$ cat config.mk
export PLATFORM = sky130hd
export DESIGN_NAME = apmc_top
export DESIGN_NICKNAME = d
export VERILOG_FILES = /design/src/rtl/apmc_pkg.sv /design/src/rtl/apmc_sync_monitor.sv /design/src/rtl/apmc_top.sv
export SDC_FILE = /design/constraint.sdc
export NUM_CORES = 1
export LEC_CHECK = 0
export BUFFER_PORTS_ARGS = -buffer_cell sky130_fd_sc_hd__buf_2
export CAP_MARGIN = 10
export CORE_ASPECT_RATIO = 1.4
export CORE_MARGIN = 8
export CORE_UTILIZATION = 25
export CTS_CLUSTER_DIAMETER = 100
export DETAILED_ROUTE_END_ITERATION = 8
export GPL_TIMING_DRIVEN = 0
export SYNTH_ARGS = -nofsm -noshare
export SYNTH_HDL_FRONTEND = slang
export SYNTH_SLANG_ARGS = --single-unit
$ cat constraint.sdc
create_clock -name I_CLK_SYS -period 3.36 [get_ports I_CLK_SYS]
set_input_delay 0.168 -clock I_CLK_SYS [delete_from_list [all_inputs] [get_ports I_CLK_SYS]]
set_output_delay 0.168 -clock I_CLK_SYS [all_outputs]
set_load 0.02 [all_outputs]
$ cat src/rtl/apmc_pkg.sv
// Constants, register map and field positions of the audio power/misc control block.
// Assumes a 125 MHz system clock and a 32-bit classic Wishbone register bus.
package apmc_pkg;

  localparam longint unsigned APMC_CLK_FREQ_HZ = 64'd125000000;

  // Common-mode reference slow start
  localparam longint unsigned APMC_VCM_STARTUP_MS = 64'd500;
  localparam int unsigned APMC_VCM_STARTUP_CYCLES =
    32'((APMC_VCM_STARTUP_MS * APMC_CLK_FREQ_HZ) / 64'd1000);
  // Settling time granted to any other power transition
  localparam longint unsigned APMC_SETTLE_NS = 64'd1000;
  localparam int unsigned APMC_SETTLE_CYCLES =
    32'((APMC_SETTLE_NS * APMC_CLK_FREQ_HZ) / 64'd1000000000);

  localparam int APMC_CNT_W = 26;
  localparam int APMC_ADR_W = 8;
  localparam int APMC_IDX_W = 6;

  // Register indices; byte address is four times the index
  localparam logic [APMC_IDX_W-1:0] APMC_IDX_POWER_CTRL = 6'h05;
  localparam logic [APMC_IDX_W-1:0] APMC_IDX_AUX_STATUS = 6'h06;

  // Field positions of the power/misc control register
  localparam int APMC_BIT_ALL_PD = 15;
  localparam int APMC_BIT_CM_PD = 14;
  localparam int APMC_BIT_BYPASS_PD = 13;
  localparam int APMC_BIT_HP_PD = 12;
  localparam int APMC_BIT_MONO_PD = 11;
  localparam int APMC_BIT_DAC_PD = 10;
  localparam int APMC_BIT_ADC_PD = 9;
  localparam int APMC_BIT_RSVD8 = 8;
  localparam int APMC_BIT_PWR_DONE = 7;
  localparam int APMC_BIT_MICBIAS_PD = 6;
  localparam int APMC_BIT_OSC_EN = 5;
  localparam int APMC_BIT_CLKBUF_EN = 4;
  localparam int APMC_BIT_SYNC_PD = 3;
  localparam int APMC_BIT_UNSYNCED = 2;
  localparam int APMC_BIT_EFFECTS_EN = 1;
  localparam int APMC_BIT_DEEMPH_EN = 0;
  // Field of the auxiliary status register
  localparam int APMC_BIT_VOL_STEP_DONE = 0;

  // Writable bits and their reset image
  localparam logic [15:0] APMC_CTRL_WMASK = 16'hFF7B;
  localparam logic [15:0] APMC_CTRL_RESET = 16'hFF20;

  // Sync monitor frame counter
  localparam int APMC_BCNT_W = 8;
  localparam logic [APMC_BCNT_W-1:0] APMC_BCNT_MAX = 8'hFF;

endpackage

$ cat src/rtl/apmc_sync_monitor.sv
// Serial audio clock sync monitor: counts bit clocks per frame clock period.
// Assumes LRCLK and BCLK arrive asynchronously from pins and are far slower
// than the system clock.
`timescale 1ns/1ps
module apmc_sync_monitor
  import apmc_pkg::*;
(
  input wire logic i_clk,
  input wire logic i_reset_n,
  input wire logic i_enable,
  input wire logic i_lrclk,
  input wire logic i_bclk,
  output logic o_unsynced
);

  typedef struct packed {
    logic lr_s1;
    logic lr_s2;
    logic lr_s3;
    logic bc_s1;
    logic bc_s2;
    logic bc_s3;
    logic [APMC_BCNT_W-1:0] count;
    logic [APMC_BCNT_W-1:0] last;
    logic last_valid;
    logic unsynced;
  } apmc_mon_t;

  localparam apmc_mon_t MON_RESET = '0;

  apmc_mon_t mon_q;
  apmc_mon_t mon_d;

  always_comb begin
    mon_d = mon_q;
    mon_d.lr_s1 = i_lrclk;
    mon_d.lr_s2 = mon_q.lr_s1;
    mon_d.lr_s3 = mon_q.lr_s2;
    mon_d.bc_s1 = i_bclk;
    mon_d.bc_s2 = mon_q.bc_s1;
    mon_d.bc_s3 = mon_q.bc_s2;
    if (!i_enable) begin
      // Disabled monitor forgets history so it never flags
      mon_d.count = '0;
      mon_d.last = '0;
      mon_d.last_valid = 1'b0;
      mon_d.unsynced = 1'b0;
    end else begin
      if (mon_q.bc_s2 && !mon_q.bc_s3 && mon_q.count != APMC_BCNT_MAX) begin
        mon_d.count = mon_q.count + 1'b1;
      end
      if (mon_q.lr_s2 && !mon_q.lr_s3) begin
        // Bit clocks per frame must repeat; a change means slipped clocks
        if (mon_q.last_valid) begin
          mon_d.unsynced = (mon_q.count != mon_q.last);
        end
        mon_d.last = mon_q.count;
        mon_d.last_valid = 1'b1;
        mon_d.count = '0;
      end
    end
  end

  always_ff @(posedge i_clk or negedge i_reset_n) begin
    if (!i_reset_n) begin
      mon_q <= MON_RESET;
    end else begin
      mon_q <= mon_d;
    end
  end

  assign o_unsynced = mon_q.unsynced;

endmodule

$ cat src/rtl/apmc_top.sv
// Audio power and miscellaneous control register with power sequencing.
// Assumes a classic Wishbone master on the system clock and serial audio
// clocks arriving asynchronously on pins.
//
// Added by the designer: register access over Wishbone.
`timescale 1ns/1ps

// Summary of operation
// - Bits 15 and 13..9 power their section down when 1, up when 0; bit 14 selects the common-mode mode; bit 8 is reserved.
// - Master power-down bit overrides bits 14..9 and 6; resets to 1.
// - Master bit leaves other bits intact; sections then follow own bits.
// - Common-mode bit 1: reference on only while a path needs it.
// - Common-mode bit 0: reference stays on once started, avoiding 500 ms start.
// - Bypass, headphone, DAC bits: 0 powers up, 1 down; reset 1.
// - Mono driver up also powers the input path, converters stay off.
// - ADC up also powers the input path.
// - Bit 7 reads 1 when power transitions finish, 0 while pending.
// - Bit 6 turns microphone bias on at 0 (reset), off at 1.
// - Bit 5 turns the oscillator on at 1 (reset), nothing depends on it.
// - Bit 4 drives buffered oscillator clock to the shared pin; reset 0.
// - Bit 3 enables the serial clock sync monitor at 0 (reset).
// - Detected sync loss halts the converters until resynchronised.
// - Bit 2 sticky unsynced flag, resets 1, cleared by reading.
// - Bit 1 enables the effects filter; reset 0 passes samples unfiltered.
// - Bit 0 enables de-emphasis; reset off.
// - Read-only volume soft-step flag, 0 while stepping, resets 1.
// - All audio blocks start powered down; software must power them up.
module apmc_top
  import apmc_pkg::*;
#(
  parameter int unsigned VCM_STARTUP_CYCLES = APMC_VCM_STARTUP_CYCLES
)
(
  input wire logic I_CLK_SYS,
  input wire logic I_RESET_N,
  input wire logic I_WB_CYC,
  input wire logic I_WB_STB,
  input wire logic I_WB_WE,
  input wire logic [APMC_ADR_W-1:0] I_WB_ADR,
  input wire logic [3:0] I_WB_SEL,
  input wire logic [31:0] I_WB_DAT,
  output logic [31:0] O_WB_DAT,
  output logic O_WB_ACK,
  input wire logic I_LRCLK,
  input wire logic I_BCLK,
  input wire logic I_VOL_STEP_BUSY,
  output logic O_BYPASS_PWR_EN,
  output logic O_HP_AMP_PWR_EN,
  output logic O_MONO_PWR_EN,
  output logic O_DAC_PWR_EN,
  output logic O_ADC_PWR_EN,
  output logic O_INPUT_PATH_PWR_EN,
  output logic O_VCM_PWR_EN,
  output logic O_MIC_BIAS_EN,
  output logic O_OSC_EN,
  output logic O_CLKBUF_EN,
  output logic O_EFFECTS_EN,
  output logic O_DEEMPH_EN,
  output logic O_CONV_HALT
);

  typedef struct packed {
    logic [15:0] ctrl;
    logic unsynced;
    logic vol_done;
    logic vcm_hold;
    logic [APMC_CNT_W-1:0] settle;
    logic bypass_en;
    logic hp_en;
    logic mono_en;
    logic dac_en;
    logic adc_en;
    logic input_en;
    logic vcm_en;
    logic mic_en;
    logic osc_en;
    logic clkbuf_en;
    logic effects_en;
    logic deemph_en;
    logic halt;
    logic ack;
    logic [31:0] rdata;
  } apmc_state_t;

  localparam apmc_state_t STATE_RESET = '{
    ctrl: APMC_CTRL_RESET,
    unsynced: 1'b1,
    vol_done: 1'b1,
    vcm_hold: 1'b0,
    settle: '0,
    bypass_en: 1'b0,
    hp_en: 1'b0,
    mono_en: 1'b0,
    dac_en: 1'b0,
    adc_en: 1'b0,
    input_en: 1'b0,
    vcm_en: 1'b0,
    mic_en: 1'b0,
    osc_en: 1'b1,
    clkbuf_en: 1'b0,
    effects_en: 1'b0,
    deemph_en: 1'b0,
    halt: 1'b0,
    ack: 1'b0,
    rdata: '0
  };

  localparam logic [APMC_CNT_W-1:0] SETTLE_LOAD = APMC_CNT_W'(APMC_SETTLE_CYCLES);
  localparam logic [APMC_CNT_W-1:0] VCM_LOAD = APMC_CNT_W'(VCM_STARTUP_CYCLES);

  apmc_state_t st_q;
  apmc_state_t st_d;
  logic mon_unsynced;

  function automatic logic reg_hit(input logic [APMC_ADR_W-1:0] adr,
                                   input logic [APMC_IDX_W-1:0] idx);
    reg_hit = (adr[APMC_ADR_W-1:2] == idx);
  endfunction

  // Master power-down overrides every section bit
  function automatic logic section_up(input logic master_pd,
                                      input logic own_pd);
    section_up = !master_pd && !own_pd;
  endfunction

  apmc_sync_monitor u_sync_monitor (
    .i_clk(I_CLK_SYS),
    .i_reset_n(I_RESET_N),
    .i_enable(!st_q.ctrl[APMC_BIT_SYNC_PD]),
    .i_lrclk(I_LRCLK),
    .i_bclk(I_BCLK),
    .o_unsynced(mon_unsynced)
  );

  always_comb begin
    logic req;
    logic wr_ctrl;
    logic rd_ctrl;
    logic all_pd;
    logic path_need;
    logic [15:0] ctrl_img;
    logic [15:0] wr_val;
    logic [15:0] wr_lane;
    req = 1'b0;
    wr_ctrl = 1'b0;
    rd_ctrl = 1'b0;
    all_pd = 1'b0;
    path_need = 1'b0;
    ctrl_img = '0;
    wr_val = '0;
    wr_lane = '0;
    st_d = st_q;

    // Bus: answer one cycle after the request, drop ack the cycle after
    req = I_WB_CYC && I_WB_STB && !st_q.ack;
    st_d.ack = req;
    wr_ctrl = req && I_WB_WE && reg_hit(I_WB_ADR, APMC_IDX_POWER_CTRL);
    rd_ctrl = req && !I_WB_WE && reg_hit(I_WB_ADR, APMC_IDX_POWER_CTRL);

    for (int i = 0; i < 16; i++) begin
      wr_lane[i] = I_WB_SEL[i / 8];
    end
    wr_val = I_WB_DAT[15:0];
    if (wr_ctrl) begin
      // All writable bits of the enabled lanes are stored; masked bits keep their value
      st_d.ctrl = (st_q.ctrl & ~(wr_lane & APMC_CTRL_WMASK)) |
                  (wr_val & wr_lane & APMC_CTRL_WMASK);
    end

    // Read image carries live status in the read-only slots
    ctrl_img = st_q.ctrl;
    ctrl_img[APMC_BIT_PWR_DONE] = (st_q.settle == '0);
    ctrl_img[APMC_BIT_UNSYNCED] = st_q.unsynced;
    if (req && !I_WB_WE) begin
      if (rd_ctrl) begin
        st_d.rdata = {16'h0000, ctrl_img};
      end else if (reg_hit(I_WB_ADR, APMC_IDX_AUX_STATUS)) begin
        st_d.rdata = '0;
        st_d.rdata[APMC_BIT_VOL_STEP_DONE] = st_q.vol_done;
      end else begin
        // Unmapped reads answer zero
        st_d.rdata = '0;
      end
    end

    // Sticky unsynced flag: a new event beats the read clear
    st_d.unsynced = (st_q.unsynced && !rd_ctrl) || mon_unsynced;
    st_d.halt = mon_unsynced;
    st_d.vol_done = !I_VOL_STEP_BUSY;

    // Power decisions from the stored control bits
    all_pd = st_q.ctrl[APMC_BIT_ALL_PD];
    st_d.bypass_en = section_up(all_pd, st_q.ctrl[APMC_BIT_BYPASS_PD]);
    st_d.hp_en = section_up(all_pd, st_q.ctrl[APMC_BIT_HP_PD]);
    st_d.dac_en = section_up(all_pd, st_q.ctrl[APMC_BIT_DAC_PD]);
    st_d.mono_en = section_up(all_pd, st_q.ctrl[APMC_BIT_MONO_PD]);
    st_d.adc_en = section_up(all_pd, st_q.ctrl[APMC_BIT_ADC_PD]);
    st_d.input_en = st_d.mono_en || st_d.adc_en;
    st_d.mic_en = section_up(all_pd, st_q.ctrl[APMC_BIT_MICBIAS_PD]);

    path_need = st_d.bypass_en || st_d.dac_en || st_d.adc_en || st_d.input_en;
    // Held reference trades idle power for no slow restart
    if (all_pd || st_q.ctrl[APMC_BIT_CM_PD]) begin
      st_d.vcm_hold = 1'b0;
    end else if (st_q.vcm_en) begin
      st_d.vcm_hold = 1'b1;
    end
    st_d.vcm_en = path_need || (st_q.vcm_hold && !st_q.ctrl[APMC_BIT_CM_PD] && !all_pd);

    // Misc controls outside the audio power tree
    st_d.osc_en = st_q.ctrl[APMC_BIT_OSC_EN];
    st_d.clkbuf_en = st_q.ctrl[APMC_BIT_CLKBUF_EN];
    st_d.effects_en = st_q.ctrl[APMC_BIT_EFFECTS_EN];
    st_d.deemph_en = st_q.ctrl[APMC_BIT_DEEMPH_EN];

    // Completion timer restarts when the reference powers up, else is extended to at least the settle time on any power change
    if (st_d.vcm_en && !st_q.vcm_en) begin
      st_d.settle = (VCM_LOAD > SETTLE_LOAD) ? VCM_LOAD : SETTLE_LOAD;
    end else if (st_d.bypass_en != st_q.bypass_en || st_d.hp_en != st_q.hp_en ||
                 st_d.mono_en != st_q.mono_en || st_d.dac_en != st_q.dac_en ||
                 st_d.adc_en != st_q.adc_en || st_d.mic_en != st_q.mic_en ||
                 st_d.vcm_en != st_q.vcm_en) begin
      st_d.settle = (st_q.settle > SETTLE_LOAD) ? st_q.settle : SETTLE_LOAD;
    end else if (st_q.settle != '0) begin
      st_d.settle = st_q.settle - 1'b1;
    end
  end

  always_ff @(posedge I_CLK_SYS or negedge I_RESET_N) begin
    if (!I_RESET_N) begin
      st_q <= STATE_RESET;
    end else begin
      st_q <= st_d;
    end
  end

  assign O_WB_DAT = st_q.rdata;
  assign O_WB_ACK = st_q.ack;
  assign O_BYPASS_PWR_EN = st_q.bypass_en;
  assign O_HP_AMP_PWR_EN = st_q.hp_en;
  assign O_MONO_PWR_EN = st_q.mono_en;
  assign O_DAC_PWR_EN = st_q.dac_en;
  assign O_ADC_PWR_EN = st_q.adc_en;
  assign O_INPUT_PATH_PWR_EN = st_q.input_en;
  assign O_VCM_PWR_EN = st_q.vcm_en;
  assign O_MIC_BIAS_EN = st_q.mic_en;
  assign O_OSC_EN = st_q.osc_en;
  assign O_CLKBUF_EN = st_q.clkbuf_en;
  assign O_EFFECTS_EN = st_q.effects_en;
  assign O_DEEMPH_EN = st_q.deemph_en;
  assign O_CONV_HALT = st_q.halt;

endmodule

Yosys cells after proc, flatten, opt, wreduce, memory -nomap -nowiden
Cells that the tools add are included.
- bits in registers: 115
- output and inout port bits: 46
- input bits: 52
- equality and inequality tests: 12
- bitwise logic cells: 4
- add/sub/neg operators: 2
- order comparisons: 1
- reduce and logical (&&, ||, !) cells: 56
- muxes and demuxes: 12
- operators with widths (cell ; number):
    26-bit 2-to-1 mux ; 4
    18-bit 2-to-1 mux ; 2
    16-bit AND ; 2
    26-bit by 7-bit greater-than comparator with 1-bit output, second input constant ; 1
    26-bit logical NOT ; 1
    26-bit nonzero test ; 1
    26-bit by 1-bit subtractor with 26-bit output, second input constant ; 1
    1-bit logical AND ; 19
    16-bit 2-to-1 mux ; 1
    16-bit inverter ; 1
    16-bit OR ; 1
    1-bit logical NOT ; 15
    1-bit logical OR ; 13
    6-bit by 3-bit equality test with 1-bit output, second input constant ; 2
    8-bit by 1-bit adder with 8-bit output, second input constant ; 1
    8-bit 2-to-1 mux ; 1
    8-bit != test ; 1
    8-bit != test, second input constant ; 1
    1-bit != test ; 7
    2-bit nonzero test ; 3
    3-bit nonzero test ; 2
    1-bit 2-to-1 mux ; 4
    2-bit AND reduction ; 2
    3-bit != test, second input constant ; 1

Logic depth before layout (Yosys ltp)
- word-level depth: 11
- gate-level depth with buffers: 10

By module
A second synthesis with hierarchy kept.
- cells, all modules: 458
- area total of the unflattened synthesis: 4883.4 µm²
- by module, submodules not included (module ; instances ; sequential area each (µm²) ; area an instance (µm²) ; cells an instance):
    apmc_top ; 1 ; 1841.8 ; 3747.3 ; 356
    apmc_sync_monitor ; 1 ; 600.6 ; 1136.1 ; 102

Worst setup path after synthesis
Ideal clock, no wire load.
- path kind: register to register
- start point: register with a tool-made name
- end point: register st_q[69] (netlist name)
- setup time: 144 ps
- arrival time: 2217 ps
- path slack: 999 ps
- cell stages (with the launch flop): 11
- path through: dfstp_2 > buf_6 > clkbuf_1 > a31oi_1 > ha_1 > and3_1 > o2111ai_1 > buf_2 > buf_6 > o41ai_1 > o211ai_1
- RTL lines (item ; line ; RTL):
    end signal: assignment ; apmc_top.sv:233 ; st_q <= st_d;
    end: declaration ; apmc_top.sv:111 ; apmc_state_t st_q;

==> impl_results.rst <==
.. list-table::
   :header-rows: 1

   * - Metric
     - Value
   * - Clock tree from TritonCTS
     - yes
   * - Unique masters post-synth
     - 60
   * - Type of destination of the critical path
     - flop
   * - H-tree depth reported by CTS
     - 3
   * - Clk Latency, worst-skew pair
     - 0.35 ns
   * - Final Slew Violations
     - 0
   * - N_diodes
     - 0
   * - LEAKAGE
     - 2.49 nW
   * - Hold depth
     - 2
   * - Core area
     - between 15,000 and 20,000 um2
   * - Buffer cell driving the clock tree root
     - sky130_fd_sc_hd__clkbuf_16
   * - Number of global-route vias before repair
     - 3,608
   * - I/O pins
     - 98
   * - Placed Cells
     - roughly 760
   * - Outcome
     - finished, final reports clean
   * - Signed area change from the synthesized netlist to the final layout
     - 21.9%
   * - Clock sink count
     - 97
   * - Std-Cell Rows
     - 59
   * - Endpoints failing hold
     - 0
   * - Post-synthesis instance area
     - 4680 um2
   * - Synthesis warning total
     - 0
   * - Fraction of final layout cells sized beyond drive strength 1
     - 28.3%
   * - Non-filler instance count after layout
     - 778
   * - Global placer's final weighted congestion
     - between 0.7 and 0.8
   * - Max-cap check violation count
     - 0
   * - Half-perimeter wire length after detailed placement
     - 7.92 mm
   * - Flip-flop and latch count after synthesis
     - 97
   * - Data required time of the worst path
     - 3.57 ns
   * - Worst slew margin relative to its limit
     - 48.2%
   * - Number of buffers added on ports
     - 59
   * - Number of design-rule violations left by the first detailed-router iteration
     - 143
   * - Setup TNS
     - 0 ns
   * - Initial core utilization
     - approximately 25%
   * - Worst Path Class, Setup
     - reg2reg
   * - Initial DRT Pass Iterations
     - 4
   * - Final net count
     - between 500 and 600
   * - Fraction of the yosys area taken by sequential cells
     - ~52%
   * - Number of enable flip-flop cells after synthesis
     - 0
   * - # DRC
     - 0
   * - Maximum number of pins on one net before global-route repair
     - 54
   * - Setup repair after global routing missed its margin
     - false
   * - Pwr/cell area
     - approximately 500 nW/um2
   * - Area enclosed by the die boundary
     - roughly 23,000 um2
   * - Setup Fix Bufs, Post-CTS
     - 0
   * - Clock tree buffer depth
     - 2
   * - Vert. Die Dim
     - between 150 and 200 um
   * - Top flip-flop cell by instance count after synthesis
     - sky130_fd_sc_hd__dfrtp_1
   * - Synth area leaders
     - sky130_fd_sc_hd__dfrtp_1, sky130_fd_sc_hd__dfstp_2, sky130_fd_sc_hd__buf_4, sky130_fd_sc_hd__mux2_2, sky130_fd_sc_hd__nand2_1
   * - Cell type with the highest aggregate area in the netlist
     - sky130_fd_sc_hd__dfrtp_1
   * - Clock-pin transition on the worst setup and hold timing paths
     - 0.08 ns
   * - Arrival time at the worst endpoint
     - 3.32 ns
   * - Wire length reported by the detailed router
     - 10.8 mm
   * - Die span in x
     - 132 um
   * - Final period utilization
     - approximately 92%
   * - Critical Path Source Type
     - flop
   * - Ratio of routed vias to standard cells
     - 4.59
   * - Initial antenna violation count
     - 0
   * - Final Critical Period
     - 3.10 ns
   * - Share of the synthesized area in the top cell type
     - between 40% and 50%
   * - Global-route wire length before repair
     - approximately 18 mm
   * - Post-route clock skew
     - 0.0108 ns
   * - Count of vias placed by the detailed router
     - 3,571
   * - Setup violation total in the final timing report
     - 0
   * - Critical-path maximum fanout
     - 10
   * - Final routed wire length divided by cell count
     - approximately 14 um
   * - Proportion of synthesized flip-flops having asynchronous set or reset
     - between 90% and 100%
   * - Synth Area per Inst
     - 10.7 um2
   * - Path class of the lowest-slack min-delay path
     - in2reg
   * - GRT Total Usage
     - 9.58%
   * - IR drop worst, VDD
     - about 0.00023 V
   * - Max frequency
     - between 300 and 400 MHz
   * - Number of clock buffers inserted by TritonCTS
     - 9
   * - Worst-Margin Slew
     - 0.769 ns
   * - Overflow after GRT
     - 0
   * - Post-Synthesis Cells
     - 439
   * - Antenna viol nets, final
     - 0
   * - Path depth of the worst reg2reg path
     - 10
   * - Worst slack on hold paths
     - approximately 0.043 ns
-- stage by stage --
step / worst slack (ns) / power (mW) / instance area [um2] / util [%]
6_report: 0.257 / 2.87 / 5710 / 30.9
5_1_grt: 0.0644 / 3.03 / 5710 / 30.9
4_1_cts: 0.216 / 2.91 / 5710 / 30.9
3_5_place_dp: 0.255 / 1.86 / 5370 / 29.1
3_3_place_gp: 0.306 / 1.85 / 5340 / 28.9
2_1_floorplan: 0.999 / 1.69 / 4740 / -
-- area by class of cell --
type / count / area, um2
repair buffers: 64 / 365
fillers: 1896 / 12700
flip-flops and latches: 97 / 2440
clock buffers: 9 / 225
well taps: 244 / 305
multi-input cells: 293 / 1910
plain buffers: 53 / 340
clock inverters: 7 / 75.1
inverters: 11 / 41.3
-- synth_stat cells, drive strengths merged, types with 5 or more instances --
cell type / n
inv: 11
o41ai: 5
nor4: 9
mux2: 14
clkbuf: 13
nand3: 10
xor2: 7
dfrtp: 85
a31oi: 5
a21oi: 17
a22o: 15
or4: 14
nor3: 13
nor2: 28
o31ai: 8
nand2b: 8
o211ai: 5
nand4: 7
xnor2: 10
or3: 5
nand2: 37
and3: 7
o21ai: 7
buf: 40
dfstp: 12
-- metal layers --
metal / track usage, % / vias to the layer above / wire, um
li1: - / 1747 / -
met1: 11.3 / 1714 / 4730
met2: 16.1 / 97 / 5240
met3: 2.89 / 13 / 659
met4: 3.65 / 0 / 178
met5: 0 / - / 0
-- critical path: stages (launching register included) --
cell                        delay (ns)
sky130_fd_sc_hd__dfstp_2          0.53
sky130_fd_sc_hd__buf_6            0.12
sky130_fd_sc_hd__clkbuf_1         0.41
sky130_fd_sc_hd__a31oi_1          0.13
sky130_fd_sc_hd__ha_1             0.29
sky130_fd_sc_hd__and3_1           0.16
sky130_fd_sc_hd__o2111ai_1        0.19
sky130_fd_sc_hd__buf_2            0.34
sky130_fd_sc_hd__clkbuf_1         0.47
sky130_fd_sc_hd__o21ai_0          0.17
sky130_fd_sc_hd__o311ai_0         0.14
-- final timing paths --
check / slack [ns] / to / start
max in group asynchronous: 2.26 / async pin / I_RESET_N
worst min-delay path: 0.04 / flop / I_WB_DAT[1]
worst max-delay path: 0.26 / st_q[70]$_DFFE_PN0P_ / flop
worst max register to register: 0.26 / st_q[70]$_DFFE_PN0P_ / flop
min in group asynchronous: 0.36 / async pin / I_RESET_N
worst min register to register: 0.36 / u_sync_monitor.mon_d[18]$_DFF_PN0_ / u_sync_monitor.mon_d[19]$_DFF_PN0_
-- where the power goes --
part	total, mW	switching, mW	internal [mW]
registers	1.36	0.0988	1.26
clock network	1.03	0.497	0.530
logic	0.481	0.278	0.202
-- timing repair --
action | CTS | global route
endpoints found under the hold margin | 45 | 0
hold buffers | 4 | 0
resized for setup | 0 | 0
-- placed cells by master, fill, tap and decap left out, drive strengths merged, types with 8 or more instances in the layout --
cell type	netlist	layout
conb	1	16
nor2	28	28
or4	14	14
nor4	9	9
a21oi	17	17
o31ai	8	8
a22o	15	15
nand2b	8	8
nor3	13	13
inv	11	16
clkbuf	13	22
nand2	37	37
dfstp	12	12
buf	40	100
nand3	10	10
mux2	14	14
xnor2	10	10
dfrtp	85	85
-- logic make-up (layout without fill, tap and decap cells) --
| logic type | count (synthesis) | in the layout | share of synthesized area (%) |
|---|---|---|---|
| fa+ha+maj | 4 | 4 | 1.07 |
| buf+inv | 64 | 144 | 8.15 |
| mux | 16 | 16 | 3.80 |
| compound gates | 83 | 83 | 13.3 |
| other cells | 1 | 16 | 0.0801 |
| flops | 97 | 97 | 52.2 |
| xor+xnor | 17 | 17 | 3.18 |
| simple gates | 157 | 157 | 18.3 |
No activity file was read; power rests on OpenSTA's default activity.
